**src/include/aad_pkg.sv**
```systemverilog
/*
 * aad_pkg: widths, reset values, bit positions, the operation code, the
 * status flag layout and the request carrier of the accumulator datapath.
 * assumes: the decoder and the data memory run on the same core clock.
 */
// How it works
// - add accumulator to memory, write sum back
// - add updates overflow, zero, aux, carry, signed-carry
// - memory AND accumulator, result into accumulator
// - immediate AND accumulator, result into accumulator
// - accumulator AND ops change only zero flag
// - AND-into-memory computes memory AND accumulator
package aad_pkg;

    localparam int DATA_W   = 8;               // datapath byte width
    localparam int ADDR_W   = 8;               // data memory address width
    localparam int MSB_POS  = 7;               // sign bit position
    localparam int AUX_POS  = 4;               // carry out of the low nibble lands here

    localparam logic [DATA_W-1:0] ACCUM_RST = 8'h00;   // accumulator after reset
    localparam logic [DATA_W-1:0] ZERO_BYTE = 8'h00;   // all-zero result
    localparam logic [ADDR_W-1:0] ADDR_RST  = 8'h00;   // write address after reset

    // operation asked of the datapath in one cycle
    typedef enum logic [2:0] {
        OP_NOP,
        OP_ADD_ACC_TO_MEMORY,
        OP_AND_MEMORY,
        OP_AND_IMMEDIATE,
        OP_AND_ACC_INTO_MEMORY
    } aad_op_t;

    // status flags kept by the datapath
    typedef struct packed {
        logic overflow_flag;
        logic zero_flag;
        logic aux_carry_flag;
        logic carry_flag;
        logic signed_carry_flag;
    } aad_flags_t;

    localparam aad_flags_t FLAGS_RST = '{default: 1'b0};  // flags after reset

    // one request from the decoder
    typedef struct packed {
        logic              valid;      // request present this cycle
        aad_op_t           op;         // operation to carry out
        logic [ADDR_W-1:0] addr;       // addressed data memory location
        logic [DATA_W-1:0] mem_data;   // byte read from that location
        logic [DATA_W-1:0] imm;        // immediate operand
    } aad_req_t;

    // write toward the data memory
    typedef struct packed {
        logic              we;         // one-cycle write strobe
        logic [ADDR_W-1:0] addr;       // location written
        logic [DATA_W-1:0] data;       // byte written
    } aad_mem_wr_t;

endpackage : aad_pkg

```
**src/design/aad_datapath.sv**
```systemverilog
/*
 * aad_datapath: accumulator, status flags and memory write-back for the
 * add-to-memory and the three AND operations; one request per cycle,
 * results seen at the next clock edge.
 * assumes: the decoder supplies the byte already read from the addressed
 * location together with the request, and the memory takes one write strobe.
 */
`timescale 1ns/1ps
`default_nettype none

module aad_datapath (
    input  wire logic                          i_clk,          // core clock, 40 MHz
    input  wire logic                          i_resetn,       // async reset, active low
    input  wire aad_pkg::aad_req_t             i_req,          // request from the decoder
    input  wire logic                          i_accum_load,   // load from other instructions
    input  wire logic [aad_pkg::DATA_W-1:0]    i_accum_data,   // byte loaded by i_accum_load
    output var  logic [aad_pkg::DATA_W-1:0]    o_accumulator_reg, // accumulator contents
    output var  aad_pkg::aad_flags_t           o_flags,        // status flags
    output var  aad_pkg::aad_mem_wr_t          o_mem_wr        // write toward data memory
);

    logic [aad_pkg::DATA_W-1:0] accumulator_reg_q;  // accumulator
    logic [aad_pkg::DATA_W-1:0] accumulator_reg_d;
    aad_pkg::aad_flags_t        flags_q;            // status flags
    aad_pkg::aad_flags_t        flags_d;
    aad_pkg::aad_mem_wr_t       mem_wr_q;           // registered memory write
    aad_pkg::aad_mem_wr_t       mem_wr_d;

    logic [aad_pkg::DATA_W-1:0] add_sum;            // adder result
    logic                       add_carry;          // adder carry out
    logic                       add_aux;            // adder nibble carry
    logic                       add_ovf;            // adder signed overflow
    logic [aad_pkg::DATA_W-1:0] and_mem;            // accumulator AND memory byte
    logic [aad_pkg::DATA_W-1:0] and_imm;            // accumulator AND immediate

    // shared adder for the add-to-memory operation
    aad_adder u_adder (
        .i_a     (accumulator_reg_q),
        .i_b     (i_req.mem_data),
        .o_sum   (add_sum),
        .o_carry (add_carry),
        .o_aux   (add_aux),
        .o_ovf   (add_ovf)
    );

    assign and_mem = accumulator_reg_q & i_req.mem_data;
    assign and_imm = accumulator_reg_q & i_req.imm;

    // next accumulator, flags and memory write for the current request
    always_comb begin
        accumulator_reg_d = accumulator_reg_q;
        flags_d           = flags_q;
        mem_wr_d          = '{we: 1'b0, addr: mem_wr_q.addr, data: mem_wr_q.data};
        // a plain load from elsewhere in the core; an executing op wins
        if (i_accum_load) begin
            accumulator_reg_d = i_accum_data;
        end
        if (i_req.valid) begin
            unique case (i_req.op)
                aad_pkg::OP_ADD_ACC_TO_MEMORY: begin
                    // sum goes to memory, accumulator keeps its value
                    accumulator_reg_d         = accumulator_reg_q;
                    mem_wr_d                  = '{we: 1'b1, addr: i_req.addr,
                                                  data: add_sum};
                    flags_d.overflow_flag     = add_ovf;
                    flags_d.zero_flag         = (add_sum == aad_pkg::ZERO_BYTE);
                    flags_d.aux_carry_flag    = add_aux;
                    flags_d.carry_flag        = add_carry;
                    // signed carry: sign of the true nine-bit signed sum
                    flags_d.signed_carry_flag = add_sum[aad_pkg::MSB_POS] ^ add_ovf;
                end
                aad_pkg::OP_AND_MEMORY: begin
                    // result to accumulator, only zero changes
                    accumulator_reg_d = and_mem;
                    flags_d.zero_flag = (and_mem == aad_pkg::ZERO_BYTE);
                end
                aad_pkg::OP_AND_IMMEDIATE: begin
                    accumulator_reg_d = and_imm;
                    flags_d.zero_flag = (and_imm == aad_pkg::ZERO_BYTE);
                end
                aad_pkg::OP_AND_ACC_INTO_MEMORY: begin
                    // result to memory, accumulator kept, only zero changes
                    accumulator_reg_d = accumulator_reg_q;
                    mem_wr_d          = '{we: 1'b1, addr: i_req.addr,
                                          data: and_mem};
                    flags_d.zero_flag = (and_mem == aad_pkg::ZERO_BYTE);
                end
                aad_pkg::OP_NOP: begin
                    // nothing to do
                end
                default: begin
                    // unused code: ignored like a nop, so a coinciding load still applies
                end
            endcase
        end
    end

    // registers the state computed above
    always_ff @(posedge i_clk or negedge i_resetn) begin
        if (!i_resetn) begin
            accumulator_reg_q <= aad_pkg::ACCUM_RST;
            flags_q           <= aad_pkg::FLAGS_RST;
            mem_wr_q          <= '{we: 1'b0, addr: aad_pkg::ADDR_RST, data: aad_pkg::ZERO_BYTE};
        end else begin
            accumulator_reg_q <= accumulator_reg_d;
            flags_q           <= flags_d;
            mem_wr_q          <= mem_wr_d;
        end
    end

    assign o_accumulator_reg = accumulator_reg_q;
    assign o_flags           = flags_q;
    assign o_mem_wr          = mem_wr_q;

    // ---- checks -------------------------------------------------------
    logic [aad_pkg::DATA_W:0] chk_sum;   // reference nine-bit sum of last cycle's operands
    logic [aad_pkg::DATA_W:0] chk_sum_q; // registered reference sum

    // reference sum taken at the edge that executes the request, so the
    // properties one edge later see the operands that were really used
    always_ff @(posedge i_clk) begin
        chk_sum_q <= {1'b0, accumulator_reg_q} + {1'b0, i_req.mem_data};
    end

    assign chk_sum = chk_sum_q;

    function automatic logic is_op(input aad_pkg::aad_req_t r, input aad_pkg::aad_op_t o);
        is_op = r.valid && (r.op == o);
    endfunction : is_op

    property p_add_writeback;
        @(posedge i_clk) disable iff (!i_resetn)
        is_op(i_req, aad_pkg::OP_ADD_ACC_TO_MEMORY) |=>
            o_mem_wr.we && (o_mem_wr.addr == $past(i_req.addr))
            && (o_mem_wr.data == chk_sum[aad_pkg::DATA_W-1:0])
            && (o_accumulator_reg == $past(accumulator_reg_q));
    endproperty
    a_add_writeback: assert property (p_add_writeback)
        else $error("add result not written back or accumulator changed");

    property p_add_flags;
        @(posedge i_clk) disable iff (!i_resetn)
        is_op(i_req, aad_pkg::OP_ADD_ACC_TO_MEMORY) |=>
            (o_flags.carry_flag == chk_sum[aad_pkg::DATA_W])
            && (o_flags.zero_flag == (chk_sum[aad_pkg::DATA_W-1:0] == aad_pkg::ZERO_BYTE))
            && (o_flags.overflow_flag ==
                (($past(accumulator_reg_q[aad_pkg::MSB_POS]) == $past(i_req.mem_data[aad_pkg::MSB_POS]))
                 && (chk_sum[aad_pkg::MSB_POS] != $past(accumulator_reg_q[aad_pkg::MSB_POS]))))
            && (o_flags.aux_carry_flag ==
                (($past(accumulator_reg_q[3:0]) + $past(i_req.mem_data[3:0])) > 5'h0F))
            && (o_flags.signed_carry_flag == (chk_sum[aad_pkg::MSB_POS] ^ o_flags.overflow_flag));
    endproperty
    a_add_flags: assert property (p_add_flags)
        else $error("add flags wrong");

    property p_and_mem;
        @(posedge i_clk) disable iff (!i_resetn)
        is_op(i_req, aad_pkg::OP_AND_MEMORY) |=>
            (o_accumulator_reg == ($past(accumulator_reg_q) & $past(i_req.mem_data)))
            && !o_mem_wr.we;
    endproperty
    a_and_mem: assert property (p_and_mem)
        else $error("memory AND result not in accumulator");

    property p_and_imm;
        @(posedge i_clk) disable iff (!i_resetn)
        is_op(i_req, aad_pkg::OP_AND_IMMEDIATE) |=>
            (o_accumulator_reg == ($past(accumulator_reg_q) & $past(i_req.imm)))
            && !o_mem_wr.we;
    endproperty
    a_and_imm: assert property (p_and_imm)
        else $error("immediate AND result not in accumulator");

    property p_and_flags_only_zero;
        @(posedge i_clk) disable iff (!i_resetn)
        (is_op(i_req, aad_pkg::OP_AND_MEMORY) || is_op(i_req, aad_pkg::OP_AND_IMMEDIATE)) |=>
            $stable(o_flags.overflow_flag) && $stable(o_flags.aux_carry_flag)
            && $stable(o_flags.carry_flag) && $stable(o_flags.signed_carry_flag)
            && (o_flags.zero_flag == (o_accumulator_reg == aad_pkg::ZERO_BYTE));
    endproperty
    a_and_flags_only_zero: assert property (p_and_flags_only_zero)
        else $error("AND to accumulator changed a flag other than zero");

    property p_and_into_mem_value;
        @(posedge i_clk) disable iff (!i_resetn)
        is_op(i_req, aad_pkg::OP_AND_ACC_INTO_MEMORY) |=>
            o_mem_wr.we && (o_mem_wr.data == ($past(i_req.mem_data) & $past(accumulator_reg_q)));
    endproperty
    a_and_into_mem_value: assert property (p_and_into_mem_value)
        else $error("AND into memory value wrong");

    property p_and_into_mem_side;
        @(posedge i_clk) disable iff (!i_resetn)
        is_op(i_req, aad_pkg::OP_AND_ACC_INTO_MEMORY) |=>
            (o_mem_wr.addr == $past(i_req.addr))
            && (o_accumulator_reg == $past(accumulator_reg_q))
            && $stable(o_flags.carry_flag) && $stable(o_flags.overflow_flag)
            && (o_flags.zero_flag == (o_mem_wr.data == aad_pkg::ZERO_BYTE))
            ##1 !o_mem_wr.we || $past(i_req.valid);
    endproperty
    a_and_into_mem_side: assert property (p_and_into_mem_side)
        else $error("AND into memory side effects wrong");

    property p_write_only_for_mem_ops;
        @(posedge i_clk) disable iff (!i_resetn)
        o_mem_wr.we |-> ($past(is_op(i_req, aad_pkg::OP_ADD_ACC_TO_MEMORY))
                         || $past(is_op(i_req, aad_pkg::OP_AND_ACC_INTO_MEMORY)));
    endproperty
    a_write_only_for_mem_ops: assert property (p_write_only_for_mem_ops)
        else $error("memory write without a memory-destination op");

    c_add_carry: cover property (@(posedge i_clk) disable iff (!i_resetn)
        is_op(i_req, aad_pkg::OP_ADD_ACC_TO_MEMORY) ##1 o_flags.carry_flag);
    c_and_zero: cover property (@(posedge i_clk) disable iff (!i_resetn)
        is_op(i_req, aad_pkg::OP_AND_IMMEDIATE) ##1 o_flags.zero_flag);
    c_back_to_back: cover property (@(posedge i_clk) disable iff (!i_resetn)
        is_op(i_req, aad_pkg::OP_ADD_ACC_TO_MEMORY)
        ##1 is_op(i_req, aad_pkg::OP_AND_ACC_INTO_MEMORY));

endmodule : aad_datapath

`default_nettype wire

```
**src/design/aad_adder.sv**
```systemverilog
/*
 * aad_adder: combinational 8-bit adder with carry, nibble carry and
 * signed overflow outputs.
 * assumes: operands are stable within the cycle; result is registered outside.
 */
`timescale 1ns/1ps
`default_nettype none

module aad_adder (
    input  wire logic [aad_pkg::DATA_W-1:0] i_a,        // first operand
    input  wire logic [aad_pkg::DATA_W-1:0] i_b,        // second operand
    output var  logic [aad_pkg::DATA_W-1:0] o_sum,      // 8-bit sum
    output var  logic                       o_carry,    // carry out of bit 7
    output var  logic                       o_aux,      // carry out of bit 3
    output var  logic                       o_ovf       // signed overflow
);

    logic [aad_pkg::DATA_W:0]    full_sum;   // sum with carry out
    logic [aad_pkg::AUX_POS:0]   low_sum;    // low nibble sum with its carry
    logic [aad_pkg::MSB_POS:0]   low7_sum;   // low seven bits with carry into sign

    // one sum for the byte, one for the nibble, one for the carry into bit 7
    always_comb begin
        full_sum = {1'b0, i_a} + {1'b0, i_b};
        low_sum  = {1'b0, i_a[aad_pkg::AUX_POS-1:0]} + {1'b0, i_b[aad_pkg::AUX_POS-1:0]};
        low7_sum = {1'b0, i_a[aad_pkg::MSB_POS-1:0]} + {1'b0, i_b[aad_pkg::MSB_POS-1:0]};
        o_sum    = full_sum[aad_pkg::DATA_W-1:0];
        o_carry  = full_sum[aad_pkg::DATA_W];
        o_aux    = low_sum[aad_pkg::AUX_POS];
        // overflow: carry into the sign bit differs from carry out of it
        o_ovf    = low7_sum[aad_pkg::MSB_POS] ^ full_sum[aad_pkg::DATA_W];
    end

endmodule : aad_adder

`default_nettype wire

```
**config.mk**
```make
export PLATFORM = sky130hd
export DESIGN_NAME = aad_datapath
export DESIGN_NICKNAME = d
export VERILOG_FILES = /design/src/include/aad_pkg.sv /design/src/design/aad_datapath.sv /design/src/design/aad_adder.sv
export SDC_FILE = /design/constraint.sdc
export NUM_CORES = 1
export LEC_CHECK = 0
export BUFFER_PORTS_ARGS = -buffer_cell sky130_fd_sc_hd__buf_2
export CAP_MARGIN = 10
export CORE_ASPECT_RATIO = 1.1
export CORE_MARGIN = 4
export CORE_UTILIZATION = 53
export CTS_CLUSTER_DIAMETER = 80
export DETAILED_ROUTE_END_ITERATION = 7
export HOLD_SLACK_MARGIN = 0.05
export PLACE_DENSITY = 0.85
export SLEW_MARGIN = 30
export SYNTH_ARGS = -nofsm -noshare
export SYNTH_HDL_FRONTEND = slang
export SYNTH_SLANG_ARGS = --single-unit
```
**constraint.sdc**
```tcl
create_clock -name i_clk -period 5 [get_ports i_clk]
set_input_delay 0.25 -clock i_clk [delete_from_list [all_inputs] [get_ports i_clk]]
set_output_delay 0.25 -clock i_clk [all_outputs]
set_load 0.02 [all_outputs]
```
==> metrics.md, run 1 <==
| Metric | Value |
|---|---|
| Initial Util | `55.59%` |
| GR peak layer | `met2` |
| Gate count of the mapped netlist | `206` |
| Grt ovf | `0` |
| Post-Syn Nets | `255` |
| Final period util | `49.06%` |
| Clock Skew | `0.01231 ns` |
| Area grow syn2layout | `23.32%` |
| Number of max-cap violations | `0` |
| Vias/cell | `5.737` |
| Max FFs per register | `17` |
| Met2 Usage GRT | `33.94%` |
| Die Height | `70.25 microns` |
| Status | `finished, final reports clean` |
| Min-Delay Path Class | `primary input to flop` |
| Die area | `4537 sq um` |
| Syn Std Cell Area | `1867 sq um` |
| Hold slack | `0.1023 ns` |
| Drt total wl | `4779 microns` |
| Clk Latency, worst-skew pair | `0.34 ns` |
| GR Layer Usage met1 | `28.86%` |
| # setup viols final | `0` |
| Total track usage | `21.82%` |
| First-pass GRT wire length | `7900 microns` |
| Netlist cell types | `40` |
| Pleak | `1.123 nW` |
| Post-synthesis register bit count | `30` |
| Cts bufs inserted | `5` |
| Reg2Reg Setup Slack | `2.55 ns` |
| Final hold viol count | `0` |
| Mean area per synthesized cell | `9.062 sq um` |
| Max stage delay cell, worst path | `dfrtp_1` |
| Worst R2R End | `o_mem_wr[6]` |
| Reg2Reg Depth | `9` |
| Worst setup EP type | `flop` |
| DRT Pass-1 Iters | `6` |
| Hold_sp | `i_req[22]` |
| Hpwl dp | `3655 microns` |
| GRT met3 Usage | `5.949%` |
| Largest net degree at the start of global routing | `31` |
| Post-route DRC | `0` |
| Site Rows | `22` |
| Placer Congestion | `0.8916` |
| WHS Path Cells | `3` |
| Relative slew slack | `48.13%` |
| Commonest non-fill, non-tap cells in the layout | `buf_2, nand2_1, dfrtp_1` |
| Reg2reg start | `o_accumulator_reg[0]` |
| Most frequent CP cell | `o21ai_0` |
| WHS Endpoint | `o_mem_wr[14]` |
| Post-CTS setup buffer count | `0` |
| CTS root buf | `clkbuf_4` |
| RSZ-0062 raised after global routing | `no` |
| Ys flop type | `dfrtp_1` |
| H-Tree Depth | `2` |
| Pins Over Slew Limit | `0` |
| CTS tree | `yes` |
| Asr flop ratio synth | `100.0%` |
| DIE WIDTH | `64.59 microns` |
| Final Critical Period | `2.453 ns` |
| Startpoint Class | `flop` |
| Diode count | `0` |
| CP arrival | `2.68 ns` |
| Synthesis Warnings | `0` |
| Vias in the first global route | `1752` |
| Routed Antenna Nets | `0` |
| Final net count | `323` |
| Ports | `69` |
| CTS sink cnt | `30` |
| Core ar. | `3358 sq um` |
| Vias post-DR | `1853` |
| Peak Freq | `0.4076 GHz` |
| Initial antenna violation count | `0` |
| Reg clk slew, reported paths | `0.09 ns` |
| Seq/Total Area, Yosys | `40.21%` |
| Worst VDD drop | `147.6 uV` |
| Post-synth EDFFs | `0` |
| CP Max Fanout | `5` |
| P per Cell Area | `342.3 nW/um^2` |
| CP Class | `flop to flop` |
| Crit-path cells | `ha_1 -> inv_1 -> fa_1 -> nand2b_1 -> a21oi_1 -> nor3_1 -> o21ai_0 -> o21ai_0 -> a22o_1` |
| Drt initial violations | `133` |
| Share of cells above drive strength 1 | `30.55%` |
| CTS max path bufs | `2` |
| Most common library cell in the layout ignoring fill and taps | `buf_2` |
| CP max stage delay | `0.45 ns` |
| Setup TNS | `0 ns` |
| Port Buffers | `68` |
| Routed len/inst | `14.80 microns` |
| WP data required | `5.23 ns` |
| Worst slew pin tran | `0.7780 ns` |
==> what timing repair did <==
item	in CTS	in global routing
gates resized for setup	0	0
hold endpoints to repair	30	0
hold buffers	1	0
==> final cells by class <==
type                            count  area (sq um)
Inverter                            7         26.28
Timing Repair Buffer               69         350.3
Clock buffer                        6         51.30
Clock inverter                      2         12.51
Multi-Input combinational cell    161          1051
Tap cell                           48         60.06
Fill cell                         303          1056
Sequential cell                    30         750.7
==> cells by family after synthesis <==
group / Yosys count / synth area share [%]
adders and majority gates: 10 / 7.105
and+or+nand+nor: 83 / 22.05
xor gates and xnor gates: 6 / 2.815
buffers and inverters: 15 / 3.485
AOI/OAI and AO/OA: 62 / 24.33
DFF: 30 / 40.21
==> through the flow <==
stage          std cells  worst slack [ns]  area, sq um  utilization (%)  power [mW]
6_report             323             2.547         2302            68.55      0.7880
5_1_grt              323             2.397         2302            68.55      0.8395
4_1_cts              323             2.571         2302            68.55      0.7915
3_5_place_dp         314             2.595         2228            66.36      0.6346
3_3_place_gp         314             2.617         2228            66.36      0.6285
2_1_floorplan        206             2.753         1867                -      0.5305
==> worst max-delay path, delay by kind of cell, from the launching register on <==
kind,cells,cell delay [ns]
fa+ha+maj,2,0.66
flops,1,0.45
simple gates,2,0.26
compound gates,4,0.88
buf+inv,1,0.10
==> how the worst max path moves through the flow <==
stage / startpoint / to / slack [ns] / cells after the start
6_report: o_accumulator_reg[0] / o_mem_wr[6] / 2.55 / 9
5_1_grt: o_accumulator_reg[0] / o_mem_wr[6] / 2.40 / 9
4_1_cts: o_accumulator_reg[0] / o_mem_wr[6] / 2.57 / 9
3_5_place_dp: o_accumulator_reg[0] / o_mem_wr[6] / 2.60 / 9
3_3_place_gp: o_accumulator_reg[0] / o_mem_wr[6] / 2.62 / 9
2_1_floorplan: o_accumulator_reg[0] / o_flags[3] / 2.75 / 7
==> routing by layer <==
layer  part of all wire (%)  up-vias
met4                    1.3        0
met1                     44      853
met2                     46      102
li1                       -      891
met5                      0        -
met3                    8.9        7
==> report_power, final <==
part	internal (mW)	total [mW]	leakage, nW	switching, mW
clock network	0.0675	0.157	0.0343	0.0896
registers	0.289	0.322	0.376	0.0326
logic	0.124	0.309	0.713	0.184
==> Yosys cell counts (all sizes together), types with 2 or more instances <==
library cell	number	area share, %
buf	2	0.87
a31oi	3	1.0
nand3	9	2.4
a22o	12	5.6
a21oi	15	4.0
a221o	7	3.8
nor2b	5	1.7
nor3	2	0.54
nand2	33	6.6
nor4	3	1.3
and2	4	1.5
a22oi	4	1.6
o21ai	13	3.9
clkbuf	6	1.2
ha	9	6.0
inv	6	1.2
nor2	13	2.6
dfrtp	30	40
xnor2	5	2.3
nand2b	9	3.0
Note: power is estimated with default switching activity, not from simulation.
==> run 2, diff against run 1 <==
--- a/config.mk
+++ b/config.mk
@@ -5,15 +5,16 @@
 export SDC_FILE = /design/constraint.sdc
 export NUM_CORES = 1
 export LEC_CHECK = 0
+export ABC_AREA = 1
 export BUFFER_PORTS_ARGS = -buffer_cell sky130_fd_sc_hd__buf_2
 export CAP_MARGIN = 10
 export CORE_ASPECT_RATIO = 1.1
 export CORE_MARGIN = 4
-export CORE_UTILIZATION = 53
+export CORE_UTILIZATION = 46
 export CTS_CLUSTER_DIAMETER = 80
 export DETAILED_ROUTE_END_ITERATION = 7
 export HOLD_SLACK_MARGIN = 0.05
-export PLACE_DENSITY = 0.85
+export PLACE_DENSITY = 0.77
 export SLEW_MARGIN = 30
 export SYNTH_ARGS = -nofsm -noshare
 export SYNTH_HDL_FRONTEND = slang
==> constraint.sdc (replaced) <==
create_clock -name i_clk -period 2 [get_ports i_clk]
set_input_delay 0.1 -clock i_clk [delete_from_list [all_inputs] [get_ports i_clk]]
set_output_delay 0.1 -clock i_clk [all_outputs]
set_load 0.02 [all_outputs]
==> run 2 against run 1 <==
- first-iteration DRC count shrank 17%
- hold slack gained 0.018 ns
- routed wire length grew 22%
- critical path depth grew 3
- die area grew 22%
- core utilization shrank 7.1 points
- total power grew to 2.8 times the previous value
- clock power grew to 3.3 times the previous value
- sequential power grew 150%
- critical endpoint is now o_flags[3]
- largest power group is now combinational logic
==> metrics.md, run 2 <==
| Metric | Value |
|---|---|
| Ys flop type | `dfrtp_1` |
| M1 wire length | `2520 microns` |
| Initial Util | `47.36%` |
| Placer Congestion | `0.9556` |
| Met3 WL | `352 microns` |
| Most common library cell in the layout ignoring fill and taps | `nand2_1` |
| Ranking of synthesized cells by area | `dfrtp_1, nand2_1, ha_1, inv_1, a21oi_1` |
| Worst setup EP type | `flop` |
| Pleak | `1.447 nW` |
| DIE WIDTH | `71.33 microns` |
| Clk Latency, worst-skew pair | `0.28 ns` |
| # setup viols final | `0` |
| P per Cell Area | `840.0 nW/um^2` |
| DRT Pass-1 Iters | `4` |
| Hpwl dp | `4360 microns` |
| Crit-path cells | `ha_4 -> inv_1 -> fa_1 -> inv_1 -> nand2_1 -> nand2_1 -> nand3_1 -> nor2_1 -> nand3_1 -> nor2_1 -> nand2_1 -> a21oi_1` |
| Pins Over Slew Limit | `0` |
| Reg clk slew, reported paths | `0.07 ns` |
| Vias post-DR | `2236` |
| Most frequent CP cell | `nand2_1` |
| Status | `finished, final reports clean` |
| Max FFs per register | `17` |
| Post-synth EDFFs | `0` |
| Top-count cell post-synth | `nand2_1` |
| Site Rows | `25` |
| Startpoint Class | `flop` |
| Max layer used | `met4` |
| Critical path's top delay family | `simple AND/OR/NAND/NOR gates` |
| Asr flop ratio synth | `100.0%` |
| CP Class | `flop to flop` |
| Post-Syn Nets | `329` |
| CTS max path bufs | `2` |
| Die Height | `77.67 microns` |
| Area grow syn2layout | `29.84%` |
| Cts bufs inserted | `5` |
| H-Tree Depth | `2` |
| Worst VDD drop | `509.4 uV` |
| Post-DP Area | `2412 sq um` |
| CTS tree | `yes` |
| Grt ovf | `0` |
| Final Critical Period | `1.886 ns` |
| Number of max-cap violations | `0` |
| Setup TNS | `0 ns` |
| Final Cell Area | `2635 sq um` |
| Commonest cells in the netlist | `nand2_1, dfrtp_1, inv_1` |
| Non-Filler Instances | `419` |
| Routed wl met2 | `2835 microns` |
| Vias in the first global route | `2169` |
| Drt total wl | `5845 microns` |
| Die area | `5540 sq um` |
| Mean area per synthesized cell | `7.248 sq um` |
| Diode count | `0` |
| Post-route DRC | `0` |
| Netlist cell types | `26` |
| Initial antenna violation count | `0` |
| Drt initial violations | `111` |
| Seq/Total Area, Yosys | `36.99%` |
| Final hold viol count | `0` |
| Vias/cell | `5.337` |
| Synth area leader | `dfrtp_1` |
| Total track usage | `21.55%` |
| CP max stage delay | `0.41 ns` |
| Max stage delay cell, worst path | `dfrtp_1` |
| Share of cells above drive strength 1 | `28.49%` |
| Peak Freq | `0.5301 GHz` |
| Gate count of the mapped netlist | `280` |
| Clock Skew | `0.009747 ns` |
| Relative slew slack | `53.83%` |
| Routed Antenna Nets | `0` |
| Ports | `69` |
| Worst slew pin tran | `0.6926 ns` |
| CTS sink cnt | `30` |
| Syn Std Cell Area | `2029 sq um` |
| CP Max Fanout | `4` |
| Placed cell count | `399` |
| CTS root buf | `clkbuf_8` |
| CP bufs+invs | `2` |
| Largest net degree at the start of global routing | `31` |
| WP data required | `2.22 ns` |
| Port Buffers | `68` |
| CP arrival | `2.10 ns` |
| Synthesis Warnings | `0` |
| First-pass GRT wire length | `9577 microns` |
| Final net count | `413` |
| Yosys top cell area share | `36.99%` |
| Core ar. | `4285 sq um` |
| Routed len/inst | `13.95 microns` |
| Post-synthesis register bit count | `30` |
| Min-Delay Path Class | `primary input to flop` |
| Final period util | `94.32%` |
| Commonest non-fill, non-tap cells in the layout | `nand2_1, buf_2, dfrtp_1` |
==> run 2: cell types whose count changed in the layout (fill, tap and decap cells not counted), sizes merged, moves of 11 or more <==
cell,before,now
nor2,13,29
a22o,12,0
a21oi,15,26
nand2,33,99
nand3,9,25
inv,6,33
==> run 2: metal layers <==
metal / vias to the layer above / GRT usage [%]
li1: 1090 / -
met1: 1046 / 27.03
met2: 83 / 36.67
met3: 17 / 4.404
met4: 0 / 6.955
met5: - / 0
==> run 2: kinds of logic after synthesis <==
family	synth area share (%)
AND/OR/NAND/NOR	33.66
AO/OA/AOI/OAI	13.01
buffers and inverters	7.830
flip-flops	36.99
adder cells (fa/ha/maj)	6.535
multiplexers	1.973
==> run 2: cell type report <==
cell class                      count  area, sq um
Fill cell                         421         1650
Clock inverter                      2        12.51
Inverter                           33        126.4
Timing Repair Buffer               81        460.4
Multi-Input combinational cell    213         1135
Sequential cell                    30        750.7
Clock buffer                        6        82.58
Tap cell                           54        67.56
==> run 2: timing repair <==
item / CTS / global route
resized for setup: 0 / 3
setup buffers: 0 / 3
setup endpoints to repair: 0 / 5
hold endpoints to repair: 38 / 0
hold buffers: 9 / 0
==> run 2: path summary, 6_finish.rpt <==
check	endpoint	startpoint	depth (start not counted)	slack (ns)
setup / recovery	o_flags[3]	o_accumulator_reg[0]	12	0.11
hold reg to reg	o_mem_wr[15]	o_mem_wr[15]	2	0.47
max in group asynchronous	o_mem_wr[9]	i_resetn	2	1.15
min in group asynchronous	o_accumulator_reg[3]	i_resetn	2	0.39
hold / removal	o_accumulator_reg[2]	i_accum_data[2]	5	0.12
setup reg to reg	o_flags[3]	o_accumulator_reg[0]	12	0.11
==> run 2: metrics by stage <==
step	worst slack, ns	util, %	hold WS (ns)	total power, mW
floorplan	0.09720	-	-0.1956	1.379
global placement	0.1391	56.29	0.1858	1.656
detailed placement	0.06326	56.29	0.1901	1.666
CTS	0.03224	60.61	0.1208	2.210
global route	-0.005963	61.49	0.1582	2.363
finish	0.1136	61.49	0.1199	2.213
==> run 2: power breakdown <==
part / internal, mW / total, mW / switching (mW)
clock network: 0.276 / 0.524 / 0.248
logic: 0.325 / 0.891 / 0.566
registers: 0.723 / 0.799 / 0.0758
==> run 2: worst register-to-register path: cells and delay by family (launching register included) <==
kind,cells,cell delay [ns]
AND/OR/NAND/NOR,7,0.58
adder cells (fa/ha/maj),2,0.56
flip-flops,1,0.41
buffers and inverters,2,0.15
AO/OA/AOI/OAI,1,0.11
==> run 3, diff against run 2 <==
--- a/config.mk
+++ b/config.mk
@@ -15,6 +15,7 @@
 export DETAILED_ROUTE_END_ITERATION = 7
 export HOLD_SLACK_MARGIN = 0.05
 export PLACE_DENSITY = 0.77
+export SETUP_SLACK_MARGIN = 0.15
 export SLEW_MARGIN = 30
 export SYNTH_ARGS = -nofsm -noshare
 export SYNTH_HDL_FRONTEND = slang
==> run 3 against run 2 <==
- clock-buffer cell count stayed put
- global-route usage decreased by 0.12 points
- combinational power barely moved
- routed wire length fell by 1.6%
- first-iteration DRC count decreased by 5.4%
- worst setup slack better by 0.061 ns
- critical path depth fell by 1
- hold slack improved by 0.0085 ns
- core utilization up 0.088 points
- critical path type unchanged
==> metrics.md, run 3 (synthesis gave the netlist of run 2 again) <==
| Metric | Value |
|---|---|
| Clk Latency, worst-skew pair | `0.28 ns` |
| Critical path's top delay family | `adder cells` |
| Max FFs per register | `17` |
| Commonest non-fill, non-tap cells in the layout | `nand2_1, buf_2, dfrtp_1` |
| Most common library cell in the layout ignoring fill and taps | `nand2_1` |
| Share of cells above drive strength 1 | `30.11%` |
| CP max stage delay | `0.51 ns` |
| Port Buffers | `68` |
| Site Rows | `25` |
| Final Critical Period | `1.825 ns` |
| Area grow syn2layout | `30.02%` |
| DIE WIDTH | `71.33 microns` |
| P per Cell Area | `838.2 nW/um^2` |
| Drt initial violations | `105` |
| Worst VDD drop | `373.4 uV` |
| Peak Freq | `0.5479 GHz` |
| Placer Congestion | `0.9241` |
| Largest net degree at the start of global routing | `31` |
| Hpwl dp | `4308 microns` |
| Vias/cell | `5.171` |
| WHS Path Cells | `5` |
| RSZ-0062 raised after global routing | `yes` |
| CTS max path bufs | `2` |
| Final hold viol count | `0` |
| Worst R2R End | `o_flags[3]` |
| Vias post-DR | `2151` |
| First-pass GRT wire length | `9535 microns` |
| Initial Util | `47.36%` |
| Min-Delay Path Class | `primary input to flop` |
| CP Class | `flop to flop` |
| Core ar. | `4285 sq um` |
| Pins Over Slew Limit | `0` |
| Drt total wl | `5750 microns` |
| DRT Pass-1 Iters | `4` |
| CP bufs+invs | `2` |
| Setup TNS | `0 ns` |
| Total track usage | `21.43%` |
| Relative slew slack | `53.86%` |
| Hold_sp | `i_accum_data[6]` |
| Most frequent CP cell | `nor2_1` |
| Reg clk slew, reported paths | `0.07 ns` |
| Diode count | `0` |
| Ports | `69` |
| WP data required | `2.21 ns` |
| Routed len/inst | `13.82 microns` |
| CP Max Fanout | `5` |
| Fill cells | `374` |
| Status | `finished, final reports clean` |
| Post-route DRC | `0` |
| Startpoint Class | `flop` |
| WHS Endpoint | `o_accumulator_reg[6]` |
| Reg2Reg Setup Slack | `0.17 ns` |
| Worst slew pin tran | `0.6921 ns` |
| Die Height | `77.67 microns` |
| Vias in the first global route | `2157` |
| Crit-path cells | `ha_4 -> inv_2 -> fa_2 -> inv_1 -> nor2_1 -> nand3_1 -> nor2_1 -> nand3_1 -> nor2_1 -> nand2_1 -> a21oi_1` |
| Total power draw | `2.212 mW` |
| Number of max-cap violations | `0` |
| # setup viols final | `0` |
| Initial antenna violation count | `0` |
| Clock Skew | `0.005796 ns` |
| Max stage delay cell, worst path | `fa_2` |
| H-Tree Depth | `2` |
| Final core occ | `61.58%` |
| CP arrival | `2.04 ns` |
| Final period util | `91.26%` |
| Die area | `5540 sq um` |
| Pleak | `1.429 nW` |
| Routed Antenna Nets | `0` |
| Reg2Reg Depth | `11` |
| Final net count | `410` |
| Reg2reg start | `o_accumulator_reg[0]` |
| Dpl ws | `0.06240 ns` |
| CTS sink cnt | `30` |
| Worst setup EP type | `flop` |
| CTS tree | `yes` |
| CTS root buf | `clkbuf_8` |
| Post-route setup slack | `0.1747 ns` |
| Grt ovf | `0` |
| Cts bufs inserted | `5` |
[run 3: changes by cell type in the layout (fill, tap and decap cells not counted), sizes merged]
cell	previous run	this run
buf	72	69
[run 3: per-stage QoR]
| stage | area, sq um | std cells | hold WS, ns |
|---|---|---|---|
| 5_1_grt | 2639 | 416 | 0.1698 |
| 4_1_cts | 2611 | 416 | 0.1288 |
| 6_report | 2639 | 416 | 0.1284 |
| 3_5_place_dp | 2406 | 398 | 0.1853 |
| 3_3_place_gp | 2406 | 398 | 0.1845 |
| 2_1_floorplan | 2031 | 280 | -0.1956 |
[run 3: layout make-up]
cell class                      count  area (sq um)  area share [%]
Multi-Input combinational cell    213          1160           43.95
Inverter                           33         126.4           4.789
Timing Repair Buffer               78         437.9           16.60
Tap cell                           54         67.56           2.560
Clock inverter                      2         12.51          0.4742
Sequential cell                    30         752.0           28.50
Clock buffer                        6         82.58           3.129
[run 3: metal layers]
| layer | vias up | track usage (%) | wire [microns] |
|---|---|---|---|
| li1 | 1079 | - | - |
| met5 | - | 0 | 0 |
| met3 | 8 | 4.663 | 356 |
| met4 | 0 | 7.707 | 82 |
| met1 | 1001 | 25.08 | 2430 |
| met2 | 63 | 37.87 | 2880 |
[run 3: worst register-to-register path: stages (launching register included)]
cell and delay [ns]:
dfrtp_2 0.38, ha_4 0.16, inv_2 0.05, fa_2 0.51, inv_1 0.05, nor2_1 0.09
nand3_1 0.08, nor2_1 0.10, nand3_1 0.08, nor2_1 0.09, nand2_1 0.06, a21oi_1 0.11
[run 3: power breakdown]
group | switching (mW) | total [mW] | internal (mW)
Clock | 0.239 | 0.515 | 0.276
Sequential | 0.0794 | 0.803 | 0.723
Combinational | 0.571 | 0.894 | 0.323
[run 3: worst max path at each step]
stage / startpoint / to / slack (ns) / depth (start not counted)
2_1_floorplan: o_accumulator_reg[0] / o_flags[3] / 0.17 / 13
3_3_place_gp: o_accumulator_reg[0] / o_flags[3] / 0.15 / 11
3_5_place_dp: o_accumulator_reg[0] / o_flags[3] / 0.06 / 11
4_1_cts: o_accumulator_reg[0] / o_flags[3] / 0.19 / 13
5_1_grt: o_accumulator_reg[0] / o_flags[3] / 0.03 / 11
6_report: o_accumulator_reg[0] / o_flags[3] / 0.17 / 11
[run 3: timing repair]
item | CTS | global route
endpoints found under the setup margin | 5 | 6
buffers inserted | 1 | 0
pin swaps | 0 | 2
endpoints found under the hold margin | 38 | 0
cloned | 0 | 0
gates resized for setup | 2 | 9
hold buffers | 9 | 0
